## src/adcs_pkg.sv

```systemverilog
package adcs_pkg;

  // ----------------------------------------------------------------
  // Conversion counter landmarks (BCD counts, held as binary)
  // ----------------------------------------------------------------
  localparam int unsigned CNT_W          = 16;
  localparam logic [15:0] CNT_HOLD       = 16'h4e20;  // 20,000
  localparam logic [15:0] CNT_AZ_END     = 16'h7530;  // 30,000
  localparam logic [15:0] CNT_WRAP       = 16'h9c3f;  // 39,999
  localparam logic [15:0] CNT_OVR        = 16'h4e20;  // 20,000
  localparam int unsigned NUM_DIGITS     = 5;

  // ----------------------------------------------------------------
  // Timing, in oscillator (clk_i) cycles
  // ----------------------------------------------------------------
  localparam int unsigned COUNT_DIV      = 2;
  localparam int unsigned HOLD_SAMPLE_CLKS = 4000;
  localparam int unsigned MUX_DIV_CLKS   = 200;

  // ----------------------------------------------------------------
  // Register map (byte offsets) and fields
  // ----------------------------------------------------------------
  localparam logic [3:0] REG_CTRL        = 4'h0;
  localparam logic [3:0] REG_STATUS      = 4'h4;
  localparam logic [3:0] REG_RESULT      = 4'h8;
  localparam logic [3:0] REG_COUNT       = 4'hc;
  localparam int unsigned CTRL_HOLD_BIT  = 0;
  localparam int unsigned CTRL_BLANK_BIT = 1;
  localparam logic [1:0]  CTRL_RESET     = 2'h0;
  localparam int unsigned STAT_PHASE_LSB = 0;
  localparam int unsigned STAT_POL_BIT   = 2;
  localparam int unsigned STAT_OVR_BIT   = 3;
  localparam int unsigned STAT_TRIG_BIT  = 4;
  localparam int unsigned STAT_CMP_BIT   = 5;

  typedef enum logic [1:0] {
    PH_AZ     = 2'h0,
    PH_HOLD   = 2'h1,
    PH_INT_IN = 2'h3,
    PH_INT_RF = 2'h2
  } adcs_phase_e;

  typedef struct packed {
    logic a;
    logic b;
  } adcs_ctl_s;

  typedef struct packed {
    logic                  sign;  // 1 = positive input
    logic                  ovr;
    logic [4:0][3:0]       dig;   // dig[4] is the half digit
  } adcs_res_s;

  localparam adcs_res_s RES_RESET = '0;

endpackage

```

## src/adcs_seq.sv

```systemverilog
// The address map and the Avalon-MM slave port were left to the implementer.
`timescale 1ns/1ps
// Behaviour
// [RULE1] Conversion counter advances once every two oscillator cycles.
// [RULE2] Each conversion runs auto-zero, integrate-input, integrate-reference in turn.
// [RULE3] Reference phase end starts auto-zero with both control lines low.
// [RULE4] Trigger high during auto-zero: conversions run back to back.
// [RULE5] Trigger low during auto-zero: counter stops at 20,000, hold state.
// [RULE6] In hold, trigger is sampled every 4000 oscillator pulses.
// [RULE7] Trigger found high in hold: counting resumes, auto-zero until 30,000.
// [RULE8] At 30,000 auto-zero ends, both control lines high.
// [RULE9] Integrate-input lasts exactly 10,000 counts.
// [RULE10] Rollover 39,999 to 0 samples comparator, starts reference phase.
// [RULE11] Comparator low (negative): first line low, second high.
// [RULE12] Comparator high (positive): first line high, second low.
// [RULE13] Zero crossing ends reference phase, count copied to result.
// [RULE14] Count 20,000 in reference phase without crossing: end, flag over-range.
// [RULE15] Over-range blanks all digits but the most significant and sign.
// [RULE16] Result latched in parallel into buffer at each conversion end.
// [RULE17] Digits multiplexed out one at a time at oscillator over 200.
// [RULE18] Open or high trigger means run; other party holds it low for hold.
// [RULE19] Comparator ignored in auto-zero; used only at sample and reference.
// [RULE20] Power-up: auto-zero, counter zero, lines low, no over-range.
module adcs_seq
  import adcs_pkg::*;
#(
  parameter int unsigned HOLD_SAMPLE = HOLD_SAMPLE_CLKS,
  parameter int unsigned MUX_DIV     = MUX_DIV_CLKS
) (
  input  wire logic        clk_i,               // Oscillator clock, 125 MHz
  input  wire logic        nrst_i,              // Async reset, active low
  input  wire logic        trigger_i,           // Run/hold pin, high or open = run
  input  wire logic        comparator_i,        // Front-end comparator output
  output adcs_ctl_s        phase_ctl_o,         // Phase-select lines A/B
  output logic [4:0]       digit_en_o,          // One-hot digit enable
  output logic [3:0]       bcd_o,               // BCD of enabled digit
  output logic             sign_o,              // Result sign, 1 = positive
  output logic             over_range_o,        // Over-range indication
  input  wire logic [3:0]  avs_address,         // Byte address
  input  wire logic        avs_read,            // Read request
  input  wire logic        avs_write,           // Write request
  input  wire logic [31:0] avs_writedata,       // Write data
  input  wire logic [3:0]  avs_byteenable,      // Byte enables
  output logic [31:0]      avs_readdata,        // Read data
  output logic             avs_waitrequest      // Stall until answer ready
);

  // ----------------------------------------------------------------
  // Pin synchronisers
  // ----------------------------------------------------------------
  logic [2:0] trig_s_r;
  logic [2:0] cmp_s_r;
  logic       trig_f_r;
  logic       cmp_f_r;

  always_ff @(posedge clk_i or negedge nrst_i) begin
    if (!nrst_i) begin
      trig_s_r <= 3'h7;
      cmp_s_r  <= 3'h0;
    end else begin
      trig_s_r <= {trig_s_r[1:0], trigger_i};
      cmp_s_r  <= {cmp_s_r[1:0], comparator_i};
    end
  end

  // A level counts only once two late stages agree
  always_ff @(posedge clk_i or negedge nrst_i) begin
    if (!nrst_i) begin
      trig_f_r <= 1'b1;
      cmp_f_r  <= 1'b0;
    end else begin
      if (trig_s_r[2] == trig_s_r[1]) begin
        trig_f_r <= trig_s_r[2];
      end
      if (cmp_s_r[2] == cmp_s_r[1]) begin
        cmp_f_r <= cmp_s_r[2];
      end
    end
  end

  // ----------------------------------------------------------------
  // Register state
  // ----------------------------------------------------------------
  logic [1:0] ctrl_r;
  logic       trig_run;

  // Software hold is ANDed in so a bench can park the sequencer
  assign trig_run = trig_f_r & ~ctrl_r[CTRL_HOLD_BIT];  // RULE18

  // ----------------------------------------------------------------
  // Rate dividers
  // ----------------------------------------------------------------
  localparam int unsigned HOLD_W = $clog2(HOLD_SAMPLE);
  localparam int unsigned MUX_W  = $clog2(MUX_DIV);

  logic              step_r;
  logic [HOLD_W-1:0] hold_cnt_r;
  logic              hold_tick;
  logic [MUX_W-1:0]  mux_cnt_r;
  logic              mux_tick;
  adcs_phase_e       phase_r;

  always_ff @(posedge clk_i or negedge nrst_i) begin
    if (!nrst_i) begin
      step_r <= 1'b0;
    end else begin
      step_r <= ~step_r;  // RULE1
    end
  end

  assign hold_tick = (hold_cnt_r == HOLD_W'(HOLD_SAMPLE - 1));

  always_ff @(posedge clk_i or negedge nrst_i) begin
    if (!nrst_i) begin
      hold_cnt_r <= '0;
    end else if (phase_r != PH_HOLD || hold_tick) begin
      hold_cnt_r <= '0;
    end else begin
      hold_cnt_r <= hold_cnt_r + 1'b1;  // RULE6
    end
  end

  assign mux_tick = (mux_cnt_r == MUX_W'(MUX_DIV - 1));

  always_ff @(posedge clk_i or negedge nrst_i) begin
    if (!nrst_i) begin
      mux_cnt_r <= '0;
    end else if (mux_tick) begin
      mux_cnt_r <= '0;
    end else begin
      mux_cnt_r <= mux_cnt_r + 1'b1;  // RULE17
    end
  end

  // ----------------------------------------------------------------
  // Conversion counter and phase sequencer
  // ----------------------------------------------------------------
  function automatic logic [4:0][3:0] bcd_inc(input logic [4:0][3:0] d);
    logic [4:0][3:0] q;
    logic            c;
    q = d;
    c = 1'b1;
    for (int i = 0; i < NUM_DIGITS; i++) begin
      if (c) begin
        if (q[i] == 4'h9) begin
          q[i] = 4'h0;
        end else begin
          q[i] = q[i] + 4'h1;
          c    = 1'b0;
        end
      end
    end
    return q;
  endfunction

  logic [CNT_W-1:0] bin_r;
  logic [4:0][3:0]  dig_r;
  logic             pol_r;
  adcs_ctl_s        ctl_r;
  adcs_res_s        res_r;

  always_ff @(posedge clk_i or negedge nrst_i) begin
    if (!nrst_i) begin
      phase_r <= PH_AZ;  // RULE20
      bin_r   <= '0;
      dig_r   <= '0;
      pol_r   <= 1'b0;
      ctl_r   <= '0;
      res_r   <= RES_RESET;
    end else begin
      case (phase_r)
        PH_AZ: begin
          // Comparator limit-cycles here, so it is not looked at
          if (step_r) begin  // RULE19
            if (bin_r == CNT_HOLD && !trig_run) begin
              phase_r <= PH_HOLD;  // RULE5
            end else begin
              bin_r <= bin_r + 1'b1;  // RULE4
              dig_r <= bcd_inc(dig_r);
              if (bin_r == CNT_AZ_END - 16'h1) begin
                phase_r <= PH_INT_IN;  // RULE8
                ctl_r   <= '{a: 1'b1, b: 1'b1};
              end
            end
          end
        end
        PH_HOLD: begin
          if (hold_tick && trig_run) begin
            phase_r <= PH_AZ;  // RULE7
          end
        end
        PH_INT_IN: begin
          if (step_r) begin
            if (bin_r == CNT_WRAP) begin
              // Fixed 30,000..39,999 window gives 10,000 counts
              bin_r   <= '0;  // RULE9
              dig_r   <= '0;
              pol_r   <= cmp_f_r;  // RULE10
              phase_r <= PH_INT_RF;  // RULE2
              if (cmp_f_r) begin
                ctl_r <= '{a: 1'b1, b: 1'b0};  // RULE12
              end else begin
                ctl_r <= '{a: 1'b0, b: 1'b1};  // RULE11
              end
            end else begin
              bin_r <= bin_r + 1'b1;
              dig_r <= bcd_inc(dig_r);
            end
          end
        end
        PH_INT_RF: begin
          if (step_r) begin
            if (cmp_f_r != pol_r) begin
              res_r   <= '{sign: pol_r, ovr: 1'b0, dig: dig_r};  // RULE13 RULE16
              phase_r <= PH_AZ;
              ctl_r   <= '0;  // RULE3
            end else if (bin_r == CNT_OVR - 16'h1) begin
              // The step onto 20,000 closes the phase, so the reference never overruns
              bin_r   <= CNT_OVR;
              dig_r   <= bcd_inc(dig_r);
              res_r   <= '{sign: pol_r, ovr: 1'b1, dig: bcd_inc(dig_r)};  // RULE14 RULE16
              phase_r <= PH_AZ;
              ctl_r   <= '0;  // RULE3
            end else begin
              bin_r <= bin_r + 1'b1;
              dig_r <= bcd_inc(dig_r);
            end
          end
        end
        default: begin
          phase_r <= PH_AZ;
          ctl_r   <= '0;
        end
      endcase
    end
  end

  assign phase_ctl_o  = ctl_r;
  assign over_range_o = res_r.ovr;

  // ----------------------------------------------------------------
  // Display multiplexer
  // ----------------------------------------------------------------
  logic [2:0] scan_r;
  logic       blank;

  // Over-range leaves only the half digit lit; sign stays valid
  assign blank = ctrl_r[CTRL_BLANK_BIT] || (res_r.ovr && scan_r != 3'h4);  // RULE15

  always_ff @(posedge clk_i or negedge nrst_i) begin
    if (!nrst_i) begin
      scan_r     <= 3'h0;
      digit_en_o <= 5'h00;
      bcd_o      <= 4'h0;
      sign_o     <= 1'b0;
    end else if (mux_tick) begin
      scan_r     <= (scan_r == 3'h4) ? 3'h0 : scan_r + 3'h1;  // RULE17
      digit_en_o <= blank ? 5'h00 : 5'(5'h01 << scan_r);
      bcd_o      <= blank ? 4'hf : res_r.dig[scan_r];
      sign_o     <= res_r.sign;
    end
  end

  // ----------------------------------------------------------------
  // Avalon-MM slave: one wait state on every access
  // ----------------------------------------------------------------
  logic ack_r;
  logic req;

  assign req             = avs_read | avs_write;
  assign avs_waitrequest = req & ~ack_r;

  always_ff @(posedge clk_i or negedge nrst_i) begin
    if (!nrst_i) begin
      ack_r <= 1'b0;
    end else begin
      ack_r <= req & ~ack_r;
    end
  end

  always_ff @(posedge clk_i or negedge nrst_i) begin
    if (!nrst_i) begin
      ctrl_r <= CTRL_RESET;
    end else if (avs_write && ack_r && avs_address == REG_CTRL && avs_byteenable[0]) begin
      ctrl_r <= avs_writedata[1:0];
    end
  end

  always_ff @(posedge clk_i or negedge nrst_i) begin
    if (!nrst_i) begin
      avs_readdata <= 32'h0;
    end else if (avs_read && !ack_r) begin
      case (avs_address)
        REG_CTRL:   avs_readdata <= {30'h0, ctrl_r};
        REG_STATUS: avs_readdata <= {26'h0, cmp_f_r, trig_f_r, res_r.ovr, pol_r, phase_r};
        REG_RESULT: avs_readdata <= {10'h0, res_r};
        REG_COUNT:  avs_readdata <= {16'h0, bin_r};
        default:    avs_readdata <= 32'h0;
      endcase
    end
  end

endmodule

```

## config.mk

```make
export PLATFORM = sky130hd
export DESIGN_NAME = adcs_seq
export DESIGN_NICKNAME = d
export VERILOG_FILES = /design/src/adcs_pkg.sv /design/src/adcs_seq.sv
export SDC_FILE = /design/constraint.sdc
export NUM_CORES = 1
export LEC_CHECK = 0
export BUFFER_PORTS_ARGS = -buffer_cell sky130_fd_sc_hd__buf_2
export CAP_MARGIN = 20
export CORE_ASPECT_RATIO = 1.75
export CORE_MARGIN = 3
export CORE_UTILIZATION = 30
export DETAILED_ROUTE_END_ITERATION = 12
export GPL_TIMING_DRIVEN = 0
export RECOVER_POWER = 100
export SYNTH_ARGS = -nofsm -noshare
export SYNTH_HDL_FRONTEND = slang
export SYNTH_SLANG_ARGS = --single-unit
```

## constraint.sdc

```tcl
create_clock -name clk_i -period 2 [get_ports clk_i]
set_input_delay 0.2 -clock clk_i [delete_from_list [all_inputs] [get_ports clk_i]]
set_output_delay 0.2 -clock clk_i [all_outputs]
set_load 0.01 [all_outputs]
```

; Yosys cells after proc, flatten, opt, wreduce, memory -nomap -nowiden
; Index checks and enable logic that the tools add are counted.
; Widths: inputs -> output; s select.
[op_classes]
addsub = 9
order_cmp = 1
n_eq_ne = 45
shift = 1
mux = 135
bitwise = 6
n_reduce_logical = 24
[op_table]
columns = op, n
row1 = $mux 20, 7
row2 = $mux 16, 7
row3 = $mux 4, 23
row4 = $pmux 22 s4, 1
row5 = $mux 1, 72
row6 = $pmux 20 s3, 1
row7 = $eq 16x15->1 const B, 3
row8 = $pmux 16 s3, 1
row9 = $mux 22, 2
row10 = $reduce_and 9->1, 4
row11 = $ne 3x3->1 const B, 11
row12 = $eq 4x4->1 const B, 7
row13 = $mux 2, 14
row14 = $ne 2x2->1 const B, 12
row15 = $add 4x1->4 const B, 5
row16 = $add 16x1->16 const B, 1
row17 = $eq 16x16->1 const B, 1
row18 = $add 12x1->12 const B, 1
row19 = $bmux 4 s3, 1
row20 = $eq 12x12->1 const B, 1
row21 = $mux 12, 1
row22 = $add 8x1->8 const B, 1
row23 = $eq 8x8->1 const B, 1
row24 = $mux 8, 1
row25 = other kinds (28), 42
[word_totals]
ff_bits = 140
in_bits = 46

; Logic depth before layout (Yosys ltp)
; Gate-level depths: netlist (run 1).
[depth]
word_depth = 26
ltp_mapped = 8
depth_no_buf = 7

; Worst setup path before layout (run 1)
; OpenSTA, ideal clock, no wires.
[synth_timing]
kind = register -> register
from = register bin_r[0]
to = register bin_r[6]
arrival_time_ps = 1909
required_ps = 1878
path_slack_ps = -30
stages_incl_launch_ff = 8
period_less_slack_ps = 2030
cell_sequence = dfrtp_1 > ha_1 > and4_1 > and4_1 > clkbuf_1 > a22oi_1 > a211o_1 > a32o_1
[synth_between]
elab_chain_len = 5
[synth_lines]
columns = element, line_no
row1 = start: declaration, adcs_seq.sv:156  ; logic [CNT_W-1:0] bin_r;
row2 = start signal: assignment, adcs_seq.sv:178  ; bin_r <= bin_r + 1'b1;
row3 = start signal: assignment, adcs_seq.sv:206  ; bin_r <= bin_r + 1'b1;
row4 = start signal: assignment, adcs_seq.sv:225  ; bin_r <= bin_r + 1'b1;
row5 = $add 16x1->16 or $eq 16x15->1 (tied branches), -
row6 = $mux 16, adcs_seq.sv:217  ; end else if (bin_r == CNT_OVR - 16'h1) begin
row7 = $mux 16, adcs_seq.sv:213  ; if (cmp_f_r != pol_r) begin
row8 = $mux 16, adcs_seq.sv:212  ; if (step_r) begin
row9 = $pmux 16 s3, adcs_seq.sv:171  ; case (phase_r)
; Several ways; a longest one is shown, not always the timed one. The select of a mux whose other input is x is not followed.
; A chain may end at the register's enable or synchronous reset.

; Final worst setup path (run 1)
[layout_timing]
from = register bin_r[5]
to = register bin_r[8]
; Same word-level chain as after synthesis.

==> flow_metrics.tcl, run 1 <==
set metrics [dict create \
    cts-root-buf "clkbuf_16" \
    outcome "complete, but fails checks" \
    hold_class "in -> reg" \
    ys_ff_latch 130 \
    regArea_um2 3270 \
    finClkSkew_ns 0.0115 \
    areaGrowthSynthToFinish_pct 34.9 \
    setup.worst_path.end_class "flop" \
    timing.final.ws_setup_ns -0.101 \
    place.gp.congestion 0.868 \
    hold_viol_final 0 \
    max_slew_margin_pct 5.06 \
    drv_cap 0 \
    h-tree-depth 4 \
    reg2reg_from "bin_r[5]$_DFFE_PN0P_" \
    synthXorXnorAreaFrac_pct 3.29 \
    critPathMostFrequentCell "buf_6" \
    worstPathCellList "buf_6 > or3b_4 > nor4_4 > buf_6 > a22oi_2 > buf_6 > a211o_1 > a32o_2" \
    grt_pass1_wl_mm 34.1 \
    avgViaCountPerCell 5.33 \
    synth_top_family_by_area "simple AND/OR/NAND/NOR gates" \
    final_util_pct 41.2 \
    dp_cells 1100 \
    dieHeight_um 210 \
    wl_per_cell_um 18.3 \
    max_slew.worst_pin.slew_ns 1.42 \
    crit_family "compound AO/OA/AOI/OAI gates" \
    cp.arrival_ns 2.43 \
    yosysMostFrequentCell "dfrtp_1" \
    stdcell_area_um2 9650 \
    synthTopCellsByArea "dfrtp_1, nand2_1, nor2_1" \
    grt_max_degree 80 \
    final.min_clock_period_ns 2.10 \
    p_int_mw 4.79 \
    highest_layer "met4" \
    p_leak_nw 4.14 \
    vdd_drop_max_mv 0.485 \
    clk_latency_ns 0.44 \
    rsz0062_at_grt "yes" \
    ys_seq_area_share_pct 45.6 \
    synth-simple-area-share_pct 20.9 \
    cp-start-kind "flop" \
    dpl_cell_area_um2 7840 \
    filler_cell_count 2203 \
    synth_compound_area_share_pct 17.5 \
    ys_async_sr_fraction_pct 100 \
    cp_max_fo 10 \
    drive_gt1_share_pct 33.6 \
    p_total_mw 6.12 \
    grt.overflow.total 0 \
    min-delay-start "avs_write" \
    dr_wl_met3_mm 1.06 \
    pwr-share-seq_pct 43.8 \
    power_density_nw_per_um2 635 \
    drc_errors 0 \
    violations "negative setup slack" \
    p_sw_mw 1.33 \
    synth_top_area_share_pct 44.1 \
    cts_sinks 130 \
    postRouteAntennaNets 0 \
    grt_antenna_before_repair 0 \
    cts_buffers 17 \
    slowest_stage "or3b_4" \
    dp_slack_ns -0.748 \
    finalSetupTns_ns -0.761 \
    synth_ff_type "dfrtp_1" \
    clk_path_buf_depth 2 \
    yosysTopAreaCell "dfrtp_1" \
    hold_ws_ns 0.0542 \
    vias 6377 \
    hpwl_mm 14.9 \
    cts_tree "built" \
    first_pass_iters 5 \
    p_clk_share_pct 52.6 \
    dieArea_um2 25800 \
    first_global_vias 6445 \
    multi_input_area_um2 4070 \
    nNetsFinal 942 \
    syn_avg_cell_area_um2 9.69 \
    n_antenna_cell 0 \
    combPwrFrac_pct 3.6 \
    rows 74 \
    grt_use_total_pct 17.0 \
    start_util_pct 30.5 \
    synthesis.area_um2 7150 \
    ios 92 \
    io_buffer_count 48 \
    slowest_delay_ns 0.40 \
    postRouteWirelength_mm 21.9 \
    die_w_um 123 \
    dr_wl_met2_mm 11.7 \
    ys_types 79 \
    synth_common_cells "dfrtp_1, nand2_1, nor2_1" \
    core_um2 23400 \
    ys_warn_count 0 \
    fin_cells 1196 \
    crit_start "bin_r[5]$_DFFE_PN0P_" \
    netSwitchingFraction_pct 21.8 \
    fmax_mhz 476 \
    worstPathRequired_ns 2.32 \
    clk_pin_slew_ns 0.06 \
    fin_crit_sh_pct 105 \
    synth_cells 738 \
    synth-adder-area-share_pct 3.25 \
    muxShareOfSynthArea_pct 4.30 \
    maxSlewViolCount 0 \
    synth_edf_count 0 \
    drt_iter0_markers 377 \
    critical_path_class "reg -> reg" \
    wl_met1_mm 7.57 \
    setup_viol 14 \
    worst-path-buf-inv 3 \
]
## power groups by stage
stage	sequential, mW	clock, mW	combinational (mW)
5_1_grt	2.68	3.39	0.243
3_5_place_dp	2.72	0	0.187
4_1_cts	2.68	3.27	0.214
3_3_place_gp	2.73	0	0.178
2_1_floorplan	2.72	0	0.0818
6_report	2.68	3.22	0.220
## tightest hold or removal path: stages
cell and delay [ns]:
buf_2 0.10, nor2_1 0.08, nor2_1 0.06
## layer usage
| metal | vias to the layer above | track usage (%) |
|---|---|---|
| li1 | 2962 | - |
| met1 | 3076 | 16.9 |
| met2 | 245 | 31.3 |
| met3 | 94 | 3.14 |
| met4 | 0 | 11.7 |
| met5 | - | 0 |
## cell usage in the layout, fill, tap and decap left out, drive strengths merged, types with 8 or more instances in the layout
cell type and instances:
clkbuf 45, xor2 15, buf 140, a32o 10, a22o 9, nor3 16
nand4 13, o21ai 42, xnor2 11, dfrtp 126, mux2 14, conb 10
o31ai 17, nor2 68, nand2 86, a22oi 14, inv 23, nor4 8
a21oi 39, nand3 30, a31oi 8, ha 17
## final timing paths
path / end / slack (ns) / depth (start not counted)
max in group asynchronous: trig_s_r[2]$_DFF_PN1_ / 0.28 / 3
min reg2reg: cmp_s_r[1]$_DFF_PN0_ / 0.35 / 0
max: bin_r[8]$_DFFE_PN0P_ / -0.10 / 8
min in group asynchronous: avs_readdata[8]$_DFFE_PN0P_ / 0.63 / 2
max reg2reg: bin_r[8]$_DFFE_PN0P_ / -0.10 / 8
min: ack_r$_DFF_PN0_ / 0.05 / 3
## final cells by class
cell class	count	area share, %
sequential	130	33.9
multi-input combinational	540	42.2
timing repair buffer	120	9.39
tap	304	3.94
clock inverter	9	1.34
inverter	23	0.895
clock buffer	23	4.95
buffer	47	3.36
## kinds of logic (layout without fill, tap and decap cells)
family	Yosys count	after routing
adder cells (fa/ha/maj)	19	19
other	1	10
buffers and inverters	77	222
flip-flops	130	130
multiplexers	24	24
XOR/XNOR	26	26
AND/OR/NAND/NOR	280	280
AO/OA/AOI/OAI	181	181
## sequential cells by signal, indices dropped and copies added (netlist names), 4 cells and up
name and cells:
bcd_o 4, mux_cnt_r 8, digit_en_o 5, dig_r 20, bin_r 16, avs_readdata 22
hold_cnt_r 12, res_r 21
## repair_timing
action | 4_1_cts | 5_1_grt
hold endpoints to repair | 55 | 0
setup buffers | 47 | 17
cloned | 2 | 0
endpoints found under the setup margin | 77 | 79
hold buffers | 5 | 0
gates resized for setup | 117 | 57
pin swaps | 39 | 28
Power figures use the tool's default switching activity.
==> run 2: changes to the inputs <==
- SETUP_SLACK_MARGIN: not set -> 0.05
==> run 2 against run 1 <==
- the run still ends with negative setup slack left
- via count hardly changed
- final area is 0.60% higher
- total power is 2.2% higher
- die area stayed put
- global-route usage is 0.76 points lower
- maximum frequency is 1.8% lower
- flip-flop and latch count stayed put
- critical endpoint is now dig_r[6]$_DFFE_PN0P_
==> flow_metrics.tcl, run 2 (synthesized netlist as in run 1, its figures left out) <==
set metrics [dict create \
    min-delay-start "avs_writedata[0]" \
    vdd_drop_max_mv 0.553 \
    place.gp.congestion 0.891 \
    crit_start "bin_r[0]$_DFFE_PN0P_" \
    cts_tree "built" \
    drv_cap 0 \
    regArea_um2 3270 \
    grt_pass1_wl_mm 32.5 \
    final_common_cell "dfrtp_1" \
    dp_cells 1100 \
    outcome "complete, but fails checks" \
    stdcell_area_um2 9700 \
    fin_crit_sh_pct 107 \
    power_density_nw_per_um2 645 \
    timing.final.ws_setup_ns -0.138 \
    layout_common_cells "dfrtp_1, nand2_1, nor2_1, buf_4, clkbuf_1" \
    largest_reg_flops 22 \
    drt_iter0_markers 429 \
    rsz0062_at_grt "yes" \
    reg.largest.list "avs_readdata (22), res_r (21), dig_r (20)" \
    dpl_cell_area_um2 7850 \
    setup.worst_path.end_class "flop" \
    cts_buffers 17 \
    n_antenna_cell 0 \
    clk_pin_slew_ns 0.06 \
    areaGrowthSynthToFinish_pct 35.7 \
    filler_cell_count 2232 \
    cts_sinks 130 \
    hold_viol_final 0 \
    wl_per_cell_um 17.9 \
    drive_gt1_share_pct 30.4 \
    rows 74 \
    cp.arrival_ns 2.46 \
    violations "negative setup slack" \
    first_pass_iters 5 \
    final.min_clock_period_ns 2.14 \
    fin_cells 1195 \
    max_slew.worst_pin.slew_ns 1.00 \
    start_util_pct 30.5 \
    finClkSkew_ns 0.00679 \
    cp-start-kind "flop" \
    hold_ws_ns 0.00695 \
    reg2reg_from "bin_r[0]$_DFFE_PN0P_" \
    worstPathRequired_ns 2.32 \
    h-tree-depth 4 \
    postRouteAntennaNets 0 \
    fmax_mhz 468 \
    hpwl_mm 14.9 \
    maxSlewViolCount 0 \
    cp_max_fo 7 \
    grt_max_degree 93 \
    largest_register "avs_readdata" \
    core_um2 23400 \
    dieHeight_um 210 \
    ios 92 \
    grt.overflow.total 0 \
    clk_latency_ns 0.43 \
    grt_antenna_before_repair 0 \
    vias 6374 \
    critical_path_class "reg -> reg" \
    nNetsFinal 941 \
    postRouteWirelength_mm 21.4 \
    multi_input_area_um2 4120 \
    io_buffer_count 48 \
    grt_use_total_pct 16.3 \
    clk_path_buf_depth 2 \
    die_w_um 123 \
    hold_class "in -> reg" \
    max_slew_margin_pct 32.4 \
    avgViaCountPerCell 5.33 \
    dieArea_um2 25800 \
    drc_errors 0 \
    p_leak_nw 4.00 \
    cts-root-buf "clkbuf_16" \
    first_global_vias 6155 \
    setup_viol 42 \
]
-- run 2: cell types whose count changed in the layout (fill, tap and decap cells not counted), sizes merged --
cell,delta
buf,-40
clkinvlp,+1
bufinv,+1
dlygate4sd3,-1
clkinv,-2
clkbuf,+40
-- run 2: worst max-delay path, cell delays in order (launching register included) --
cell	delay, ns
dfrtp_2	0.39
buf_4	0.13
inv_1	0.04
ha_1	0.23
nand4_4	0.15
buf_12	0.12
nor4_4	0.03
buf_6	0.17
or3_4	0.38
buf_12	0.16
o41ai_4	0.23
-- run 2: stage by stage --
step	power, mW	setup TNS, ns	util (%)	setup WS (ns)
2_1_floorplan	2.80	-0.00329	-	-0.00165
3_3_place_gp	2.90	-166.72	33.4	-1.11
3_5_place_dp	2.91	-29.05	33.5	-0.659
4_1_cts	6.32	-4.76	39.7	-0.173
5_1_grt	6.44	-4.55	41.4	-0.176
6_report	6.26	-2.28	41.4	-0.138
-- run 2: report_power, final --
group          internal [mW]  switching, mW
combinational         0.0654          0.136
sequential              2.66         0.0239
clock                   2.21           1.17
total                   4.93           1.33
-- run 2: layer usage --
metal	global-route usage (%)	up-vias	share of wire, %
met5	0	-	0
met4	11.4	0	6.1
met3	2.42	76	3.4
met2	29.8	200	54
met1	16.5	3139	36
li1	-	2959	-
-- run 2: final timing paths --
check	to	slack [ns]	cells after the start
worst max-delay path	dig_r[6]$_DFFE_PN0P_	-0.14	10
worst min-delay path	ctrl_r[0]$_DFFE_PN0P_	0.007	2
worst max register to register	dig_r[6]$_DFFE_PN0P_	-0.14	10
worst min register to register	cmp_s_r[1]$_DFF_PN0_	0.35	0
max in group asynchronous	dig_r[13]$_DFFE_PN0P_	0.31	3
min in group asynchronous	avs_readdata[8]$_DFFE_PN0P_	0.47	2
-- run 2: area by class of cell --
class                           instances  area share (%)
Buffer                                 49            3.61
Clock buffer                           23            5.03
Clock inverter                          9            1.57
Inverter                               23           0.890
Multi-Input combinational cell        540            42.4
Sequential cell                       130            33.7
Tap cell                              304            3.92
Timing Repair Buffer                  117            8.81
-- run 2: timing repair --
action,in CTS,in global routing
endpoints found under the setup margin,77,73
gates cloned,2,1
endpoints found under the hold margin,41,0
gates resized for setup,105,85
pin swaps,35,36
setup buffers,41,20
hold buffers,4,0
==> run 3: changes to the inputs <==
- SKIP_LAST_GASP: not set -> 1
==> run 3 against run 2 <==
- the flow still finishes with violations (negative setup slack)
- highest routed layer unchanged
- sequential power hardly changed
- register-to-register slack better by 0.02 ns
- critical path depth is 2 lower
- worst setup slack better by 0.018 ns
- wire length hardly changed
- final cell count is 0.17% lower
- largest cell class unchanged
- utilization is 0.14 points lower
- maximum frequency is 0.85% higher
- clock power hardly changed
- via count is 0.22% lower
- global-route usage hardly changed
==> flow_metrics.tcl, run 3 (synthesized netlist as in run 1, its figures left out) <==
set metrics [dict create \
    outcome "complete, but fails checks" \
    violations "negative setup slack" \
    p_sw_mw 1.32 \
    hpwl_mm 14.9 \
    dieHeight_um 210 \
    drv_cap 0 \
    filler_cell_count 2241 \
    cts-root-buf "clkbuf_16" \
    reg.largest.list "avs_readdata (22), res_r (21), dig_r (20)" \
    slowest_delay_ns 0.60 \
    vdd_drop_max_mv 0.550 \
    power_density_nw_per_um2 646 \
    cp-endpoint "dig_r[6]$_DFFE_PN0P_" \
    fmax_mhz 472 \
    pwr-share-seq_pct 42.9 \
    largest_register "avs_readdata" \
    r2r_cells 8 \
    nNetsFinal 939 \
    hold_depth 2 \
    crit_start "trig_f_r$_DFFE_PN1N_" \
    setup_viol 43 \
    netSwitchingFraction_pct 21.0 \
    critPathMostFrequentCell "buf_12" \
    dp_slack_ns -0.659 \
    die_w_um 123 \
    max_slew.worst_pin.slew_ns 0.994 \
    stdcell_area_um2 9670 \
    worstPathRequired_ns 2.31 \
    first_global_vias 6160 \
    grt_antenna_before_repair 0 \
    hold_class "in -> reg" \
    cp_max_fo 7 \
    fin_crit_sh_pct 106 \
    timing.final.ws_setup_ns -0.120 \
    reg2reg_from "trig_f_r$_DFFE_PN1N_" \
    p_leak_nw 3.97 \
    dr_wl_met2_mm 11.6 \
    slowest_stage "dfstp_2" \
    p_int_mw 4.93 \
    ff2ff_setup_slack_ns -0.12 \
    place.gp.congestion 0.891 \
    start_util_pct 30.5 \
    avgViaCountPerCell 5.33 \
    clk_pin_slew_ns 0.06 \
    p_clk_share_pct 53.9 \
    finClkSkew_ns 0.00589 \
    cp-start-kind "flop" \
    drt_iter0_markers 406 \
    maxSlewViolCount 0 \
    wl_met1_mm 7.49 \
    grt_use_total_pct 16.3 \
    dpl_cell_area_um2 7850 \
    h-tree-depth 4 \
    hold_viol_final 0 \
    n_antenna_cell 0 \
    first_pass_iters 5 \
    layout_common_cells "dfrtp_1, nand2_1, nor2_1, buf_4, clkbuf_1" \
    core_um2 23400 \
    highest_layer "met4" \
    ios 92 \
    postRouteWirelength_mm 21.4 \
    postRouteAntennaNets 0 \
    combPwrFrac_pct 3.2 \
    vias 6360 \
    rsz0062_at_grt "yes" \
    worstPathCellList "nand2b_2 > nand4_4 > buf_12 > nor4_4 > buf_6 > or3_4 > buf_12 > o41ai_4" \
    clk_latency_ns 0.43 \
    grt_max_degree 93 \
    rows 74 \
    grt.overflow.total 0 \
    cts_tree "built" \
    dieArea_um2 25800 \
    multi_input_area_um2 4110 \
    critical_path_class "reg -> reg" \
    largest_reg_flops 22 \
    r2r_end "dig_r[6]$_DFFE_PN0P_" \
    cts_buffers 17 \
    areaGrowthSynthToFinish_pct 35.2 \
    drive_gt1_share_pct 30.3 \
    regArea_um2 3270 \
    max_slew_margin_pct 33.7 \
    io_buffer_count 48 \
    grt_pass1_wl_mm 32.4 \
    drc_errors 0 \
    cts_sinks 130 \
    clk_path_buf_depth 2 \
    cp.arrival_ns 2.43 \
    dr_wl_met3_um 920 \
    setup.worst_path.end_class "flop" \
    wl_per_cell_um 18.0 \
    final_common_cell "dfrtp_1" \
    final.min_clock_period_ns 2.12 \
]
## run 3: through the flow
stage | std cells | hold slack (ns) | power, mW | setup TNS, ns | utilization [%]
2_1_floorplan | 747 | -0.0956 | 2.80 | -0.00329 | -
3_3_place_gp | 1099 | 0.305 | 2.90 | -166.72 | 33.4
3_5_place_dp | 1100 | 0.136 | 2.91 | -29.05 | 33.5
4_1_cts | 1175 | 0.000655 | 6.32 | -4.84 | 39.6
5_1_grt | 1193 | 0.00505 | 6.44 | -4.77 | 41.3
6_report | 1193 | 0.00794 | 6.25 | -2.18 | 41.3
## run 3: area by class of cell
class | instances | share of cell area (%)
clock inverter | 9 | 1.58
inverter | 23 | 0.893
clock buffer | 23 | 5.05
timing repair buffer | 115 | 8.58
tap | 304 | 3.93
sequential | 130 | 33.8
buffer | 49 | 3.64
multi-input combinational | 540 | 42.5
## run 3: what timing repair did
item	CTS	global route
buffers inserted	41	18
endpoints found under the setup margin	77	81
pin swaps	33	31
cloned	2	1
endpoints found under the hold margin	41	0
resized for setup	100	94
hold buffers	4	0
## run 3: how the worst min path moves through the flow
stage                      from                          end  slack [ns]
2_1_floorplan            nrst_i              ack_r$_DFF_PN0_        -0.1
3_3_place_gp          trigger_i        trig_s_r[0]$_DFF_PN1_        0.31
3_5_place_dp             nrst_i  avs_readdata[7]$_DFFE_PN0P_        0.14
4_1_cts        avs_writedata[0]        ctrl_r[0]$_DFFE_PN0P_      0.0007
5_1_grt        avs_writedata[0]        ctrl_r[0]$_DFFE_PN0P_       0.005
6_report       avs_writedata[0]        ctrl_r[0]$_DFFE_PN0P_       0.008
## run 3: worst max-delay path: cells and delay by family, from the launching register on
family | cells | cell delay, ns
and+or+nand+nor | 4 | 0.72
DFF | 1 | 0.60
buffers and inverters | 3 | 0.45
AOI/OAI and AO/OA | 1 | 0.23
## run 3: power by group through the flow
stage,registers [mW],logic [mW],clock network (mW)
6_report,2.68,0.199,3.37
2_1_floorplan,2.72,0.0818,0
3_3_place_gp,2.72,0.179,0
5_1_grt,2.68,0.222,3.54
4_1_cts,2.68,0.206,3.43
3_5_place_dp,2.72,0.189,0
## run 3: routing by layer
metal	vias to the layer above	track usage, %
li1	2955	-
met1	3083	16.4
met2	239	29.9
met3	83	2.42
met4	0	11.2
met5	-	0
